===== config.mk =====
export PLATFORM = sky130hd
export DESIGN_NAME = ram_user_data_partition
export DESIGN_NICKNAME = d
export VERILOG_FILES = /design/src/ram_part_pkg.sv /design/src/base_field_reg.sv /design/src/ram_user_data_partition.sv
export SDC_FILE = /design/constraint.sdc
export NUM_CORES = 1
export LEC_CHECK = 0
export BUFFER_PORTS_ARGS = -buffer_cell sky130_fd_sc_hd__buf_4
export CORE_MARGIN = 2
export CORE_UTILIZATION = 30
export CTS_CLUSTER_SIZE = 8
export DETAILED_ROUTE_END_ITERATION = 7
export PLACE_DENSITY = 0.75
export SYNTH_ARGS = -nofsm -noshare
export SYNTH_HDL_FRONTEND = slang
export SYNTH_SLANG_ARGS = --single-unit

===== constraint.sdc =====
create_clock -name sys_clk -period 3.7 [get_ports sys_clk]
set_input_delay 0.37 -clock sys_clk [delete_from_list [all_inputs] [get_ports sys_clk]]
set_output_delay 0.37 -clock sys_clk [all_outputs]
set_load 0.005 [all_outputs]

===== src/ram_part_pkg.sv =====
// Behaviour
// - upper sixteen bits read zero, no storage
// - six-bit writable base field, bits 15:10
// - low ten bits read zero, 1 KB steps
// - reset clears base, all RAM kernel
package ram_part_pkg;
    localparam int          ADDR_W        = 4;      // register address width
    localparam int          DATA_W        = 32;     // register data width
    localparam int          FIELD_W       = 6;      // user base field width
    localparam int          FIELD_LSB     = 10;     // field low bit position
    localparam int          FIELD_MSB     = 15;     // field high bit position
    localparam logic [3:0]  USER_BASE_OFS = 4'h0;   // user data base offset
    localparam logic [3:0]  STATUS_OFS    = 4'h4;   // consistency status offset
    localparam logic [5:0]  FIELD_RST     = 6'h00;  // field reset value
    localparam logic [31:0] READ_ZERO     = 32'h00000000; // unmapped read value
    localparam int          ST_NONZERO    = 0;      // status bit: user region exists
    localparam int          ST_ABOVE_KPB  = 1;      // status bit: base above kernel base
    localparam int          ST_WITHIN_RAM = 2;      // status bit: base within ram size
endpackage


===== src/base_field_reg.sv =====
`timescale 1ns/1ps
// storage for the six writable base bits only
module base_field_reg (
    input  wire logic                           sys_clk,   // system clock
    input  wire logic                           rst_b,     // async reset, low
    input  wire logic                           wr_en,     // write this field
    input  wire logic [ram_part_pkg::FIELD_W-1:0] wr_data, // new field value
    output logic      [ram_part_pkg::FIELD_W-1:0] field_q  // stored field
);
    import ram_part_pkg::*;

    // field flops, cleared on reset
    // reset clears field
    always_ff @(posedge sys_clk or negedge rst_b) begin
        if (!rst_b) begin
            field_q <= FIELD_RST;
        end else if (wr_en) begin
            field_q <= wr_data;
        end
    end
endmodule // base_field_reg


===== src/ram_user_data_partition.sv =====
`timescale 1ns/1ps
module ram_user_data_partition (
    input  wire logic                              sys_clk,             // system clock
    input  wire logic                              rst_b,               // async reset, low
    input  wire logic [ram_part_pkg::ADDR_W-1:0]   reg_addr,            // register address
    input  wire logic [ram_part_pkg::DATA_W-1:0]   reg_wdata,           // write data
    input  wire logic                              reg_wr,              // write strobe
    input  wire logic                              reg_rd,              // read strobe
    output logic      [ram_part_pkg::DATA_W-1:0]   reg_rdata,           // read data, next cycle
    input  wire logic [ram_part_pkg::DATA_W-1:0]   kernel_program_base, // kernel program base
    input  wire logic [ram_part_pkg::DATA_W-1:0]   ram_size_value,      // ram size value
    output logic      [ram_part_pkg::DATA_W-1:0]   ram_user_data_base   // base to partition logic
);
    import ram_part_pkg::*;

    // field storage and its image
    logic [FIELD_W-1:0] field_q;      // stored six-bit field
    logic               field_wr;     // write hits user base
    logic [DATA_W-1:0]  base_word;    // full register image
    // read side
    logic [DATA_W-1:0]  status_word;  // consistency flags
    logic [DATA_W-1:0]  rdata_next;   // read mux
    // consistency flags, reported only
    logic               nonzero;      // user region present
    logic               above_kpb;    // base above kernel base
    logic               within_ram;   // base within ram size
    // decode helpers for the checks and covers
    logic               base_rd;      // read of the base register
    logic               status_rd;    // read of the status word
    logic               other_rd;     // read of an unmapped offset
    logic               other_wr;     // write that misses the field

    // only the field bits of the write data are taken
    // a write to any other offset, status included, lands nowhere
    assign field_wr = reg_wr && (reg_addr == USER_BASE_OFS);

    // decode helpers, read only by the checks and covers below
    assign base_rd   = reg_rd && (reg_addr == USER_BASE_OFS);
    assign status_rd = reg_rd && (reg_addr == STATUS_OFS);
    assign other_rd  = reg_rd && (reg_addr != USER_BASE_OFS) && (reg_addr != STATUS_OFS);
    assign other_wr  = reg_wr && !field_wr;

    // six flops only; the rest of the register has no storage
    // writable field storage
    base_field_reg u_field (
        .sys_clk (sys_clk),
        .rst_b   (rst_b),
        .wr_en   (field_wr),
        .wr_data (reg_wdata[FIELD_MSB:FIELD_LSB]),
        .field_q (field_q)
    );

    // image: upper and low bits are constant zero, no flops
    // zero low bits keep the boundary on 1 KB steps
    // fixed zero bits
    always_comb begin
        base_word                      = READ_ZERO;
        base_word[FIELD_MSB:FIELD_LSB] = field_q;
    end
    assign ram_user_data_base = base_word;

    // software-facing checks; hardware does not enforce, only reports
    // a zero base means no user region, flags then mean little
    // unsigned compares over the full word, no wrap handling
    // consistency status
    assign nonzero    = (field_q != FIELD_RST);
    assign above_kpb  = base_word > kernel_program_base;
    assign within_ram = base_word <= ram_size_value;
    // flags packed into the low bits of the status word
    always_comb begin
        status_word                = READ_ZERO;
        status_word[ST_NONZERO]    = nonzero;
        status_word[ST_ABOVE_KPB]  = above_kpb;
        status_word[ST_WITHIN_RAM] = within_ram;
    end

    // read decode, unmapped reads give zero
    // zero outside a read keeps the data port quiet between reads
    always_comb begin
        rdata_next = READ_ZERO;
        if (reg_rd) begin
            unique case (reg_addr)
                USER_BASE_OFS: rdata_next = base_word;   // base register
                STATUS_OFS:    rdata_next = status_word; // status
                default:       rdata_next = READ_ZERO;   // unmapped
            endcase
        end
    end

    // read data stands one cycle after the strobe only
    // registered so the answer never races the strobe that asked
    always_ff @(posedge sys_clk or negedge rst_b) begin
        if (!rst_b) begin
            reg_rdata <= READ_ZERO;
        end else begin
            reg_rdata <= rdata_next;
        end
    end

    // checks on the register image and the read port, one clock domain;
    // all but the two reset checks sleep while reset is held low

    // upper half never nonzero
    // no flops there, so this guards later edits of the image
    chk_upper_zero: assert property (@(posedge sys_clk) disable iff (!rst_b)
        ram_user_data_base[DATA_W-1:FIELD_MSB+1] == READ_ZERO[DATA_W-1:FIELD_MSB+1])
        else $error("upper bits nonzero");

    // low ten bits never nonzero
    // keeps the user boundary on whole 1 KB steps
    chk_low_zero: assert property (@(posedge sys_clk) disable iff (!rst_b)
        ram_user_data_base[FIELD_LSB-1:0] == READ_ZERO[FIELD_LSB-1:0])
        else $error("low bits nonzero");

    // write lands field next cycle
    // the partition logic sees the new boundary one cycle on
    chk_field_write: assert property (@(posedge sys_clk) disable iff (!rst_b)
        field_wr |=> ram_user_data_base[FIELD_MSB:FIELD_LSB]
                     == $past(reg_wdata[FIELD_MSB:FIELD_LSB]))
        else $error("field write lost");

    // field holds without a write
    // no path but the strobe may touch the flops
    chk_field_hold: assert property (@(posedge sys_clk) disable iff (!rst_b)
        !field_wr |=> $stable(ram_user_data_base))
        else $error("field changed");

    // read returns register image next cycle
    // a field write in the same cycle is excluded, so the image is settled here
    chk_read_base: assert property (@(posedge sys_clk) disable iff (!rst_b)
        (reg_rd && reg_addr == USER_BASE_OFS && !field_wr)
        |=> reg_rdata == ram_user_data_base)
        else $error("read mismatch");

    // no read, zero data
    // a quiet port makes stale data easy to spot
    chk_idle_zero: assert property (@(posedge sys_clk) disable iff (!rst_b)
        !reg_rd |=> reg_rdata == READ_ZERO)
        else $error("stray read data");

    // reset value zero
    // the whole ram belongs to kernel data after any reset
    chk_reset_zero: assert property (@(posedge sys_clk)
        $rose(rst_b) |-> ram_user_data_base == READ_ZERO)
        else $error("reset not zero");

    // read data also cleared by reset
    // no leftover word may leak out after a reset
    chk_reset_rdata: assert property (@(posedge sys_clk)
        $rose(rst_b) |-> reg_rdata == READ_ZERO)
        else $error("read data not cleared");

    // status tracks kernel comparison
    // reported only, software keeps the ordering
    chk_status_kpb: assert property (@(posedge sys_clk) disable iff (!rst_b)
        (reg_rd && reg_addr == STATUS_OFS) |=>
        reg_rdata[ST_ABOVE_KPB] == $past(above_kpb))
        else $error("status wrong");

    // status tracks ram size comparison
    // reported only, software keeps the base within ram
    chk_status_ram: assert property (@(posedge sys_clk) disable iff (!rst_b)
        (reg_rd && reg_addr == STATUS_OFS) |=>
        reg_rdata[ST_WITHIN_RAM] == $past(within_ram))
        else $error("status wrong");

    // status flag for a present user region, seen from the ports
    chk_status_nonzero: assert property (@(posedge sys_clk) disable iff (!rst_b)
        status_rd |=>
        reg_rdata[ST_NONZERO] == ($past(ram_user_data_base) != READ_ZERO))
        else $error("status nonzero flag wrong");

    // status bits above the flags read zero
    // room left for more flags without moving these
    chk_status_high: assert property (@(posedge sys_clk) disable iff (!rst_b)
        status_rd |=>
        reg_rdata[DATA_W-1:ST_WITHIN_RAM+1] == READ_ZERO[DATA_W-1:ST_WITHIN_RAM+1])
        else $error("status high bits nonzero");

    // base read: upper half of the data zero
    // seen at the port, not only at the image
    chk_read_upper: assert property (@(posedge sys_clk) disable iff (!rst_b)
        base_rd |=>
        reg_rdata[DATA_W-1:FIELD_MSB+1] == READ_ZERO[DATA_W-1:FIELD_MSB+1])
        else $error("read upper bits nonzero");

    // base read: low ten bits of the data zero
    // seen at the port, not only at the image
    chk_read_low: assert property (@(posedge sys_clk) disable iff (!rst_b)
        base_rd |=>
        reg_rdata[FIELD_LSB-1:0] == READ_ZERO[FIELD_LSB-1:0])
        else $error("read low bits nonzero");

    // write then read back to back returns the new field
    // catches a read mux that lags the flops by a cycle
    chk_write_readback: assert property (@(posedge sys_clk) disable iff (!rst_b)
        field_wr ##1 base_rd |=>
        reg_rdata[FIELD_MSB:FIELD_LSB] == $past(reg_wdata[FIELD_MSB:FIELD_LSB], 2))
        else $error("readback after write wrong");

    // unmapped offsets read zero
    // software probing the map sees no ghost registers
    chk_unmapped_zero: assert property (@(posedge sys_clk) disable iff (!rst_b)
        other_rd |=> reg_rdata == READ_ZERO)
        else $error("unmapped read nonzero");

    // writes to the status word or unmapped offsets change nothing
    // the status word is read only, a write there is dropped
    chk_stray_write: assert property (@(posedge sys_clk) disable iff (!rst_b)
        other_wr |=> $stable(ram_user_data_base))
        else $error("stray write moved base");

    // covers for the main scenarios
    // a field write
    cov_write: cover property (@(posedge sys_clk) disable iff (!rst_b) field_wr);
    // a user region present
    cov_nonzero: cover property (@(posedge sys_clk) disable iff (!rst_b) nonzero);
    // a base read
    cov_read: cover property (@(posedge sys_clk) disable iff (!rst_b)
        reg_rd && reg_addr == USER_BASE_OFS);
    // a status read
    cov_status: cover property (@(posedge sys_clk) disable iff (!rst_b) status_rd);
    // a base not above the kernel base, flagged only
    cov_violation: cover property (@(posedge sys_clk) disable iff (!rst_b)
        nonzero && !above_kpb);

endmodule // ram_user_data_partition


==> metrics.yaml, run 1 <==
postSynthCellCount: 141
hpwl_um: 2800
area_growth_pct: 47.6
multi_input_area_um2: 704
die_y_um: 70.1
clkSinkCount: 15
grtUsageTotal_pct: 12.2
slew_viol_final: 0
dr_total_vias: 1220
avgRoutedWirePerCell_um: 11.1
post-route-util_pct: 45.1
ys.flop_type: "dfrtp_1"
required_ns: 3.82
power_density_nw_per_um2: 276
period_minus_slack_ns: 1.66
rsz0062_at_grt: "no"
ant_nets: 0
status: "finished, final reports clean"
cts_resized: 0
crit_type: "register to register"
finalSetupViolCount: 0
fmax_ghz: 0.604
cp.arrival_ns: 1.77
whs_ns: 0.330
diodes: 0
power.leakage_nw: 1.10
grt_max_degree: 16
fin_crit_sh_pct: 44.7
place.gp.congestion: 0.701
netlist_area_um2: 1310
power.total_uw: 534
grt_overflow_total: 0
endpoint_kind: "register"
path_clk_slew_ns: 0.07
seq_area_um2: 375
ctsHoldBuffers: 1
postLayoutCellArea_um2: 1940
cts_root_buf: "clkbuf_8"
syn_area_per_cell_um2: 9.31
cts_tree: "built"
die_x_um: 70.1
ys_async_sr_fraction_pct: 100
startpoint: "u_field.field_q[1]$_DFFE_PN0P_"
startpoint_type: "register"
r2r-start: "u_field.field_q[1]$_DFFE_PN0P_"
hold_viol_final: 0
drt_iter0_markers: 24
pre_cts_slack_ns: 2.03
place_inst: 284
drt_wl_total_um: 3210
synth.ff_latch_count: 15
drive_gt1_share_pct: 41.4
final_cell_mix: "buf_4 (92), conb_1 (49), dfrtp_1 (15)"
grt_pass1_vias: 1163
min_from: "reg_wdata[12]"
yosysSeqAreaShare_pct: 28.6
numCtsBuffers: 3
fin_ws_ns: 2.04
worstPathMaxFanout: 6
clk_latency_ns: 0.25
synth_edf_count: 0
cts_htree_levels: 1
numPortBuffers: 92
hold_class: "primary input to register"
placement.cell_area_um2: 1880
clock_tree.buffer_depth: 2
row_count: 24
stdcell_count: 289
finalClockSkew_ns: 0.00606
antenna_found_initial: 0
drv_cap: 0
ios: 168
ir_worst_vdd_mv: 0.122
final_common_cell: "buf_4"
post_drt_via_cell_ratio: 4.22
ys_warn_count: 0
cts_setup_buffers: 0
drc: 0
grt_pass1_wl_um: 4910
fillers: 435
core_um2: 4290
first_pass_iters: 4
yosysUniqueCellTypes: 23
initial_core_util_pct: 30.6
tns_ns: 0
nets: 354
dieArea_um2: 4920
-- path summary, 6_finish.rpt --
path,slack (ns),end,depth (start not counted)
min in group asynchronous,0.51,reg_rdata[14]$_DFF_PN0_,2
worst max-delay path,2.04,reg_rdata[1]$_DFF_PN0_,4
worst min-delay path,0.33,u_field.field_q[2]$_DFFE_PN0P_,2
max in group asynchronous,3.01,reg_rdata[2]$_DFF_PN0_,2
worst max register to register,2.04,reg_rdata[1]$_DFF_PN0_,4
worst min register to register,0.64,reg_rdata[11]$_DFF_PN0_,1
-- synth_stat cells, types with 2 or more instances --
master	instances	area, um2
nand4_1	3	18.8
a21oi_1	7	35.0
dfrtp_1	15	375
ha_1	12	150
and2_1	6	37.5
mux2_1	6	67.6
nor2_1	3	11.3
or4b_1	2	20.0
inv_1	12	45.0
nor4_1	12	75.1
buf_4	49	368
nand4b_1	2	17.5
nand2_1	2	7.51
-- registers in the layout (all words and copies together) (netlist names) --
signal / cells
u_field.field_q: 6
reg_rdata: 9
-- report_power, final --
part	internal (mW)	switching, mW
Sequential	0.180	0.0295
Combinational	0.116	0.0744
Clock	0.0745	0.0586
Total	0.371	0.163
-- cell families (layout without fill, tap and decap cells) --
family | Yosys count | count (layout) | synth area share, %
fa+ha+maj | 12 | 12 | 11.4
mux | 6 | 6 | 5.15
compound gates | 10 | 10 | 4.67
simple gates | 36 | 36 | 18.4
other cells | 1 | 49 | 0.286
buf+inv | 61 | 109 | 31.5
flops | 15 | 15 | 28.6
-- cell type report --
class / instances / share of cell area [%]
multi-input cells: 113 / 36.4
well taps: 52 / 3.36
repair buffers: 93 / 36.2
clock buffers: 3 / 2.13
clock inverters: 1 / 0.258
flip-flops and latches: 15 / 19.4
inverters: 12 / 2.33
-- worst max-delay path, stage by stage (launching register included) --
cell	delay, ns
dfrtp_1	0.45
ha_1	0.31
or4b_1	0.45
nor4_2	0.23
nor4_1	0.09
-- metal layers --
metal / vias to the layer above / global-route usage, % / share of wire, %
met1: 543 / 12.1 / 31
li1: 588 / - / -
met3: 0 / 3.75 / 14
met2: 89 / 24.6 / 55
met4: 0 / 2.56 / 0
met5: - / 0 / 0
(Power assumes the default switching activity.)
==> run 2, diff against run 1 <==
clock period = 1.68 ns   (was 3.7 ns; I/O delays follow)
==> run 2 against run 1 <==
  * First-iteration DRC count grew 75%
  * Clock skew shrank 0.0047 ns
  * Critical path depth is the same
  * Via count grew 0.25%
  * Global-route usage grew 0.29 points
  * Flip-flop and latch count is the same
  * Setup slack lost 1.9 ns
  * Worst hold slack lost 0.20 ns
  * Largest cell class is now buffers
  * Largest power group is now combinational logic
==> metrics.yaml, run 2 (synthesis gave the netlist of run 1 again) <==
first_pass_iters: 4  # unchanged
dr_total_vias: 1223  # +0.25%
core_um2: 4290  # unchanged
numPortBuffers: 92  # unchanged
startpoint_type: "register"
ios: 168  # unchanged
postLayoutCellArea_um2: 1980  # +2.3%
rr_endpoint: "reg_rdata[1]$_DFF_PN0_"
fillers: 424  # -2.5%
r2r-start: "u_field.field_q[1]$_DFFE_PN0P_"
startpoint: "u_field.field_q[1]$_DFFE_PN0P_"
clock_tree.buffer_depth: 2  # unchanged
drv_cap: 0  # unchanged
placement.cell_area_um2: 1930  # +2.4%
row_count: 24  # unchanged
hold_class: "primary input to register"
clk_latency_ns: 0.24  # about the same
drt_wl_total_um: 3220  # +0.37%
ant_nets: 0  # unchanged
fmax_ghz: 0.632  # +4.5%
path_clk_slew_ns: 0.06  # about the same
antenna_found_initial: 0  # unchanged
grt_pass1_vias: 1190  # +2.3%
required_ns: 1.80  # -2.02 ns
ctsHoldBuffers: 1  # unchanged
top_regs: "reg_rdata (9), u_field.field_q (6)"
drc: 0  # unchanged
slew_viol_final: 0  # unchanged
crit_type: "register to register"
endpoint_kind: "register"
final_cell_mix: "buf_4 (98), conb_1 (49), dfrtp_1 (15)"
status: "finished, final reports clean"
initial_core_util_pct: 30.6  # unchanged
numCtsBuffers: 3  # unchanged
grtUsageTotal_pct: 12.5  # +0.29 points
finalClockSkew_ns: 0.00133  # -0.00473 ns
die_y_um: 70.1  # unchanged
cts_tree: "built"
hpwl_um: 2910  # +3.9%
post_drt_via_cell_ratio: 4.15  # -1.8%
power_density_nw_per_um2: 618  # +120%
largest_reg_flops: 9  # unchanged
rrSetupSlack_ns: 0.1  # -1.95 ns
pre_cts_slack_ns: 0.0979  # -1.93 ns
critPathCapture: "reg_rdata[1]$_DFF_PN0_"
fin_ws_ns: 0.0967  # -1.95 ns
rsz0062_at_grt: "no"
power.leakage_nw: 1.12  # +2.5%
grt_pass1_wl_um: 4950  # +1.0%
final_common_cell: "buf_4"
die_x_um: 70.1  # unchanged
drt_iter0_markers: 42  # +75%
grt_overflow_total: 0  # unchanged
dieArea_um2: 4920  # unchanged
diodes: 0  # unchanged
worstPathMaxFanout: 2  # -4
largest-register: "reg_rdata"
nets: 360  # +1.7%
tns_ns: 0  # unchanged
hold_viol_final: 0  # unchanged
cts_root_buf: "clkbuf_8"
finalSetupViolCount: 0  # unchanged
grt_max_degree: 16  # unchanged
r2r_cells: 4  # unchanged
place.gp.congestion: 0.729  # +4.0%
cts_htree_levels: 1  # unchanged
drive_gt1_share_pct: 42.4  # +1.0 points
period_minus_slack_ns: 1.58  # -0.0720 ns
ir_worst_vdd_mv: 0.282  # +130%
clkSinkCount: 15  # unchanged
cts_resized: 0  # unchanged
area_growth_pct: 50.9
avgRoutedWirePerCell_um: 10.9  # -1.7%
cp.arrival_ns: 1.70  # -0.07 ns
post-route-util_pct: 46.1  # +1.0 points
cts_setup_buffers: 0  # unchanged
fin_crit_sh_pct: 94.2  # +50 points
[run 2: final cells by class]
type,count,area [um2],share of cell area [%]
well taps,52,65.1,3.28
multi-input cells,113,704,35.6
inverters,12,45.0,2.27
flip-flops and latches,15,375,19.0
clock buffers,4,45.0,2.27
repair buffers,99,746,37.7
[run 2: layer usage]
layer  vias up  wire length [um]  track usage (%)
met4         0                 0             2.14
met2        89              1790             25.4
met5         -                 0                0
li1        598                 -                -
met3         0               431             4.04
met1       536               999             12.3
[run 2: report_power, final]
part / total (mW) / internal (mW) / switching, mW
logic: 0.515 / 0.298 / 0.217
registers: 0.425 / 0.398 / 0.0274
clock network: 0.284 / 0.168 / 0.117
total: 1.22 / 0.864 / 0.361
[run 2: how the worst min path moves through the flow]
stage | start | end | slack, ns | depth (start not counted)
global placement | rst_b | reg_rdata[15]$_DFF_PN0_ | 0.02 | 1
floorplan | rst_b | reg_rdata[0]$_DFF_PN0_ | -0.13 | 0
detailed placement | rst_b | reg_rdata[15]$_DFF_PN0_ | 0.03 | 1
CTS | reg_wdata[12] | u_field.field_q[2]$_DFFE_PN0P_ | 0.13 | 2
global route | reg_wdata[12] | u_field.field_q[2]$_DFFE_PN0P_ | 0.13 | 2
finish | reg_wdata[12] | u_field.field_q[2]$_DFFE_PN0P_ | 0.13 | 2
[run 2: per-stage QoR]
| step | instances | hold slack (ns) | power [mW] |
|---|---|---|---|
| floorplan | 189 | -0.128 | 0.716 |
| global placement | 290 | 0.0248 | 0.942 |
| detailed placement | 290 | 0.0269 | 0.952 |
| CTS | 295 | 0.133 | 1.24 |
| global route | 295 | 0.133 | 1.32 |
| finish | 295 | 0.133 | 1.22 |
[run 2: critical path, stage by stage, from the launching register on]
cell     delay [ns]
dfrtp_1        0.40
ha_1           0.30
or4b_1         0.45
nor4_2         0.23
nor4_1         0.09
==> run 3, diff against run 2 <==
ABC_AREA = 1   (was not set)
PLACE_DENSITY = 0.71   (was 0.75)
clock period = 1.79 ns   (was 1.68 ns; I/O delays follow)
==> run 3 against run 2 <==
  * Design area up 7.9%
  * Wire length up 4.2%
  * Sequential power up 1%
  * Largest power group unchanged
  * Highest routed layer is now met4
==> metrics.yaml, run 3 <==
power_density_nw_per_um2: 538  # -13%
hpwl_um: 2990  # +2.6%
synth_edf_count: 0  # unchanged
nets: 431  # +20%
worstPathMaxFanout: 5  # +3
yosysTopAreaCell: "dfrtp_1"
seq_area_um2: 375  # unchanged
numPortBuffers: 92  # unchanged
final_cell_mix: "buf_4 (92), conb_1 (49), inv_1 (39), nor2_1 (39), nand2_1 (31)"
ant_nets: 0  # unchanged
synthTopCellsByCount: "buf_4 (49), inv_1 (39), nor2_1 (39)"
rr_endpoint: "reg_rdata[2]$_DFF_PN0_"
ios: 168  # unchanged
grt_pass1_vias: 1262  # +6.1%
place.gp.congestion: 0.743  # +1.9%
core_um2: 4790  # +11%
slew_viol_final: 0  # unchanged
drv_cap: 0  # unchanged
drt_wl_total_um: 3360  # +4.2%
final_common_cell: "buf_4"
diodes: 0  # unchanged
placement.cell_area_um2: 2080  # +8.1%
ys.flop_type: "dfrtp_1"
fmax_ghz: 0.690  # +9.3%
min_path_cells: 3  # +1
rsz0062_at_grt: "no"
dieArea_um2: 5600  # +14%
tns_ns: 0  # unchanged
min_from: "reg_wdata[13]"
power.leakage_nw: 1.29  # +14%
die_y_um: 74.9  # +6.7%
die_x_um: 74.9  # +6.7%
grt_pass1_wl_um: 4990  # +0.69%
pre_cts_slack_ns: 0.341  # +0.243 ns
post-route-util_pct: 44.7  # -1.5 points
ir_worst_vdd_mv: 0.266  # -5.8%
syn_area_per_cell_um2: 6.88  # -26%
fillers: 514  # +21%
yosys.cell_count.top_type: "buf_4"
r2r-start: "u_field.field_q[5]$_DFFE_PN0P_"
grt_overflow_total: 0  # unchanged
postLayoutCellArea_um2: 2140  # +7.9%
startpoint_type: "register"
rrSetupSlack_ns: 0.34  # +0.24 ns
status: "finished, final reports clean"
cts_setup_buffers: 0  # unchanged
drive_gt1_share_pct: 34.1  # -8.3 points
largest_reg_flops: 9  # unchanged
top_regs: "reg_rdata (9), u_field.field_q (6)"
numCtsBuffers: 3  # unchanged
yosysUniqueCellTypes: 20  # -13%
crit_type: "register to register"
ctsHoldBuffers: 1  # unchanged
cts_resized: 0  # unchanged
path_clk_slew_ns: 0.06  # about the same
synth.area.top_cells: "dfrtp_1 (25%), buf_4 (24%), ha_1 (10%)"
fin_crit_sh_pct: 80.9  # -13 points
clkSinkCount: 15  # unchanged
drc: 0  # unchanged
endpoint_kind: "register"
hold_class: "primary input to register"
whs_ns: 0.135  # +0.00247 ns
yosysSeqAreaShare_pct: 24.9  # -3.7 points
antenna_found_initial: 0  # unchanged
hold_viol_final: 0  # unchanged
grt_max_degree: 16  # unchanged
netlist_area_um2: 1510  # +15%
first_pass_iters: 2  # -2
finalSetupViolCount: 0  # unchanged
clk_latency_ns: 0.25  # about the same
cp.arrival_ns: 1.59  # -0.11 ns
initial_core_util_pct: 31.5  # +0.91 points
dr_total_vias: 1427  # +17%
r2r_cells: 8  # +4
period_minus_slack_ns: 1.45  # -0.134 ns
fin_ws_ns: 0.341  # +0.244 ns
drt_iter0_markers: 30  # -29%
cts_root_buf: "clkbuf_8"
finalClockSkew_ns: 0.00296  # +0.00163 ns
area_growth_pct: 41.9
required_ns: 1.93  # +0.13 ns
cts_htree_levels: 1  # unchanged
hold_end: "u_field.field_q[3]$_DFFE_PN0P_"
clock_tree.buffer_depth: 2  # unchanged
ys_warn_count: 0  # unchanged
ys_async_sr_fraction_pct: 100  # unchanged
cts_tree: "built"
largest-register: "reg_rdata"
row_count: 25  # +4.2%
multi_input_area_um2: 782  # +11%
avgRoutedWirePerCell_um: 8.81  # -19%
synth.ff_latch_count: 15  # unchanged
postSynthCellCount: 219  # +55%
grtUsageTotal_pct: 11.5  # -1.0 points
synth.top_cell.area_share_pct: 24.9  # -3.7 points
post_drt_via_cell_ratio: 3.75  # -9.7%
run 3: report_power, final:
| group | switching [mW] | leakage, nW | internal (mW) | total, mW |
|---|---|---|---|---|
| registers | 0.0566 | 0.197 | 0.374 | 0.431 |
| logic | 0.204 | 1.07 | 0.248 | 0.452 |
| clock network | 0.109 | 0.0228 | 0.157 | 0.267 |
| total | 0.370 | 1.29 | 0.780 | 1.15 |
run 3: kinds of logic after synthesis:
group,count (synthesis),share of synthesized area (%)
buffers and inverters,90,35.1
AND/OR/NAND/NOR,90,25.1
flip-flops,15,24.9
adder cells (fa/ha/maj),12,9.97
AO/OA/AOI/OAI,11,4.65
other,1,0.249
run 3: critical path, cell delays in order, from the launching register on:
cell and delay (ns):
dfrtp_1 0.46, ha_1 0.33, nand2_1 0.07, nor2_1 0.16, nand2_1 0.08, nand3_1 0.07
nand3_1 0.09, nand2_1 0.07, inv_1 0.03
run 3: metrics by stage:
step	total power, mW	instances
2_1_floorplan	0.719	267
6_report	1.15	381
4_1_cts	1.17	381
3_5_place_dp	0.894	376
5_1_grt	1.26	381
3_3_place_gp	0.885	376
run 3: how the worst max path moves through the flow:
stage / start / endpoint / slack (ns) / cells past startpoint
finish: u_field.field_q[5]$_DFFE_PN0P_ / reg_rdata[2]$_DFF_PN0_ / 0.34 / 8
global route: u_field.field_q[5]$_DFFE_PN0P_ / reg_rdata[2]$_DFF_PN0_ / 0.13 / 9
detailed placement: u_field.field_q[5]$_DFFE_PN0P_ / reg_rdata[2]$_DFF_PN0_ / 0.34 / 8
floorplan: u_field.field_q[5]$_DFFE_PN0P_ / reg_rdata[2]$_DFF_PN0_ / 0.50 / 8
global placement: u_field.field_q[5]$_DFFE_PN0P_ / reg_rdata[2]$_DFF_PN0_ / 0.36 / 8
CTS: u_field.field_q[5]$_DFFE_PN0P_ / reg_rdata[2]$_DFF_PN0_ / 0.33 / 8
run 3: area by class of cell:
cell class,count,area share (%)
inverter,40,7.03
multi-input combinational,162,36.6
sequential,15,17.6
timing repair buffer,93,32.8
tap,67,3.92
clock buffer,4,2.11
run 3: routing by layer:
metal | global-route usage [%] | wire length (um)
met2 | 22.8 | 1700
met1 | 12.4 | 1250
met4 | 1.79 | 15
met5 | 0 | 0
met3 | 2.95 | 391
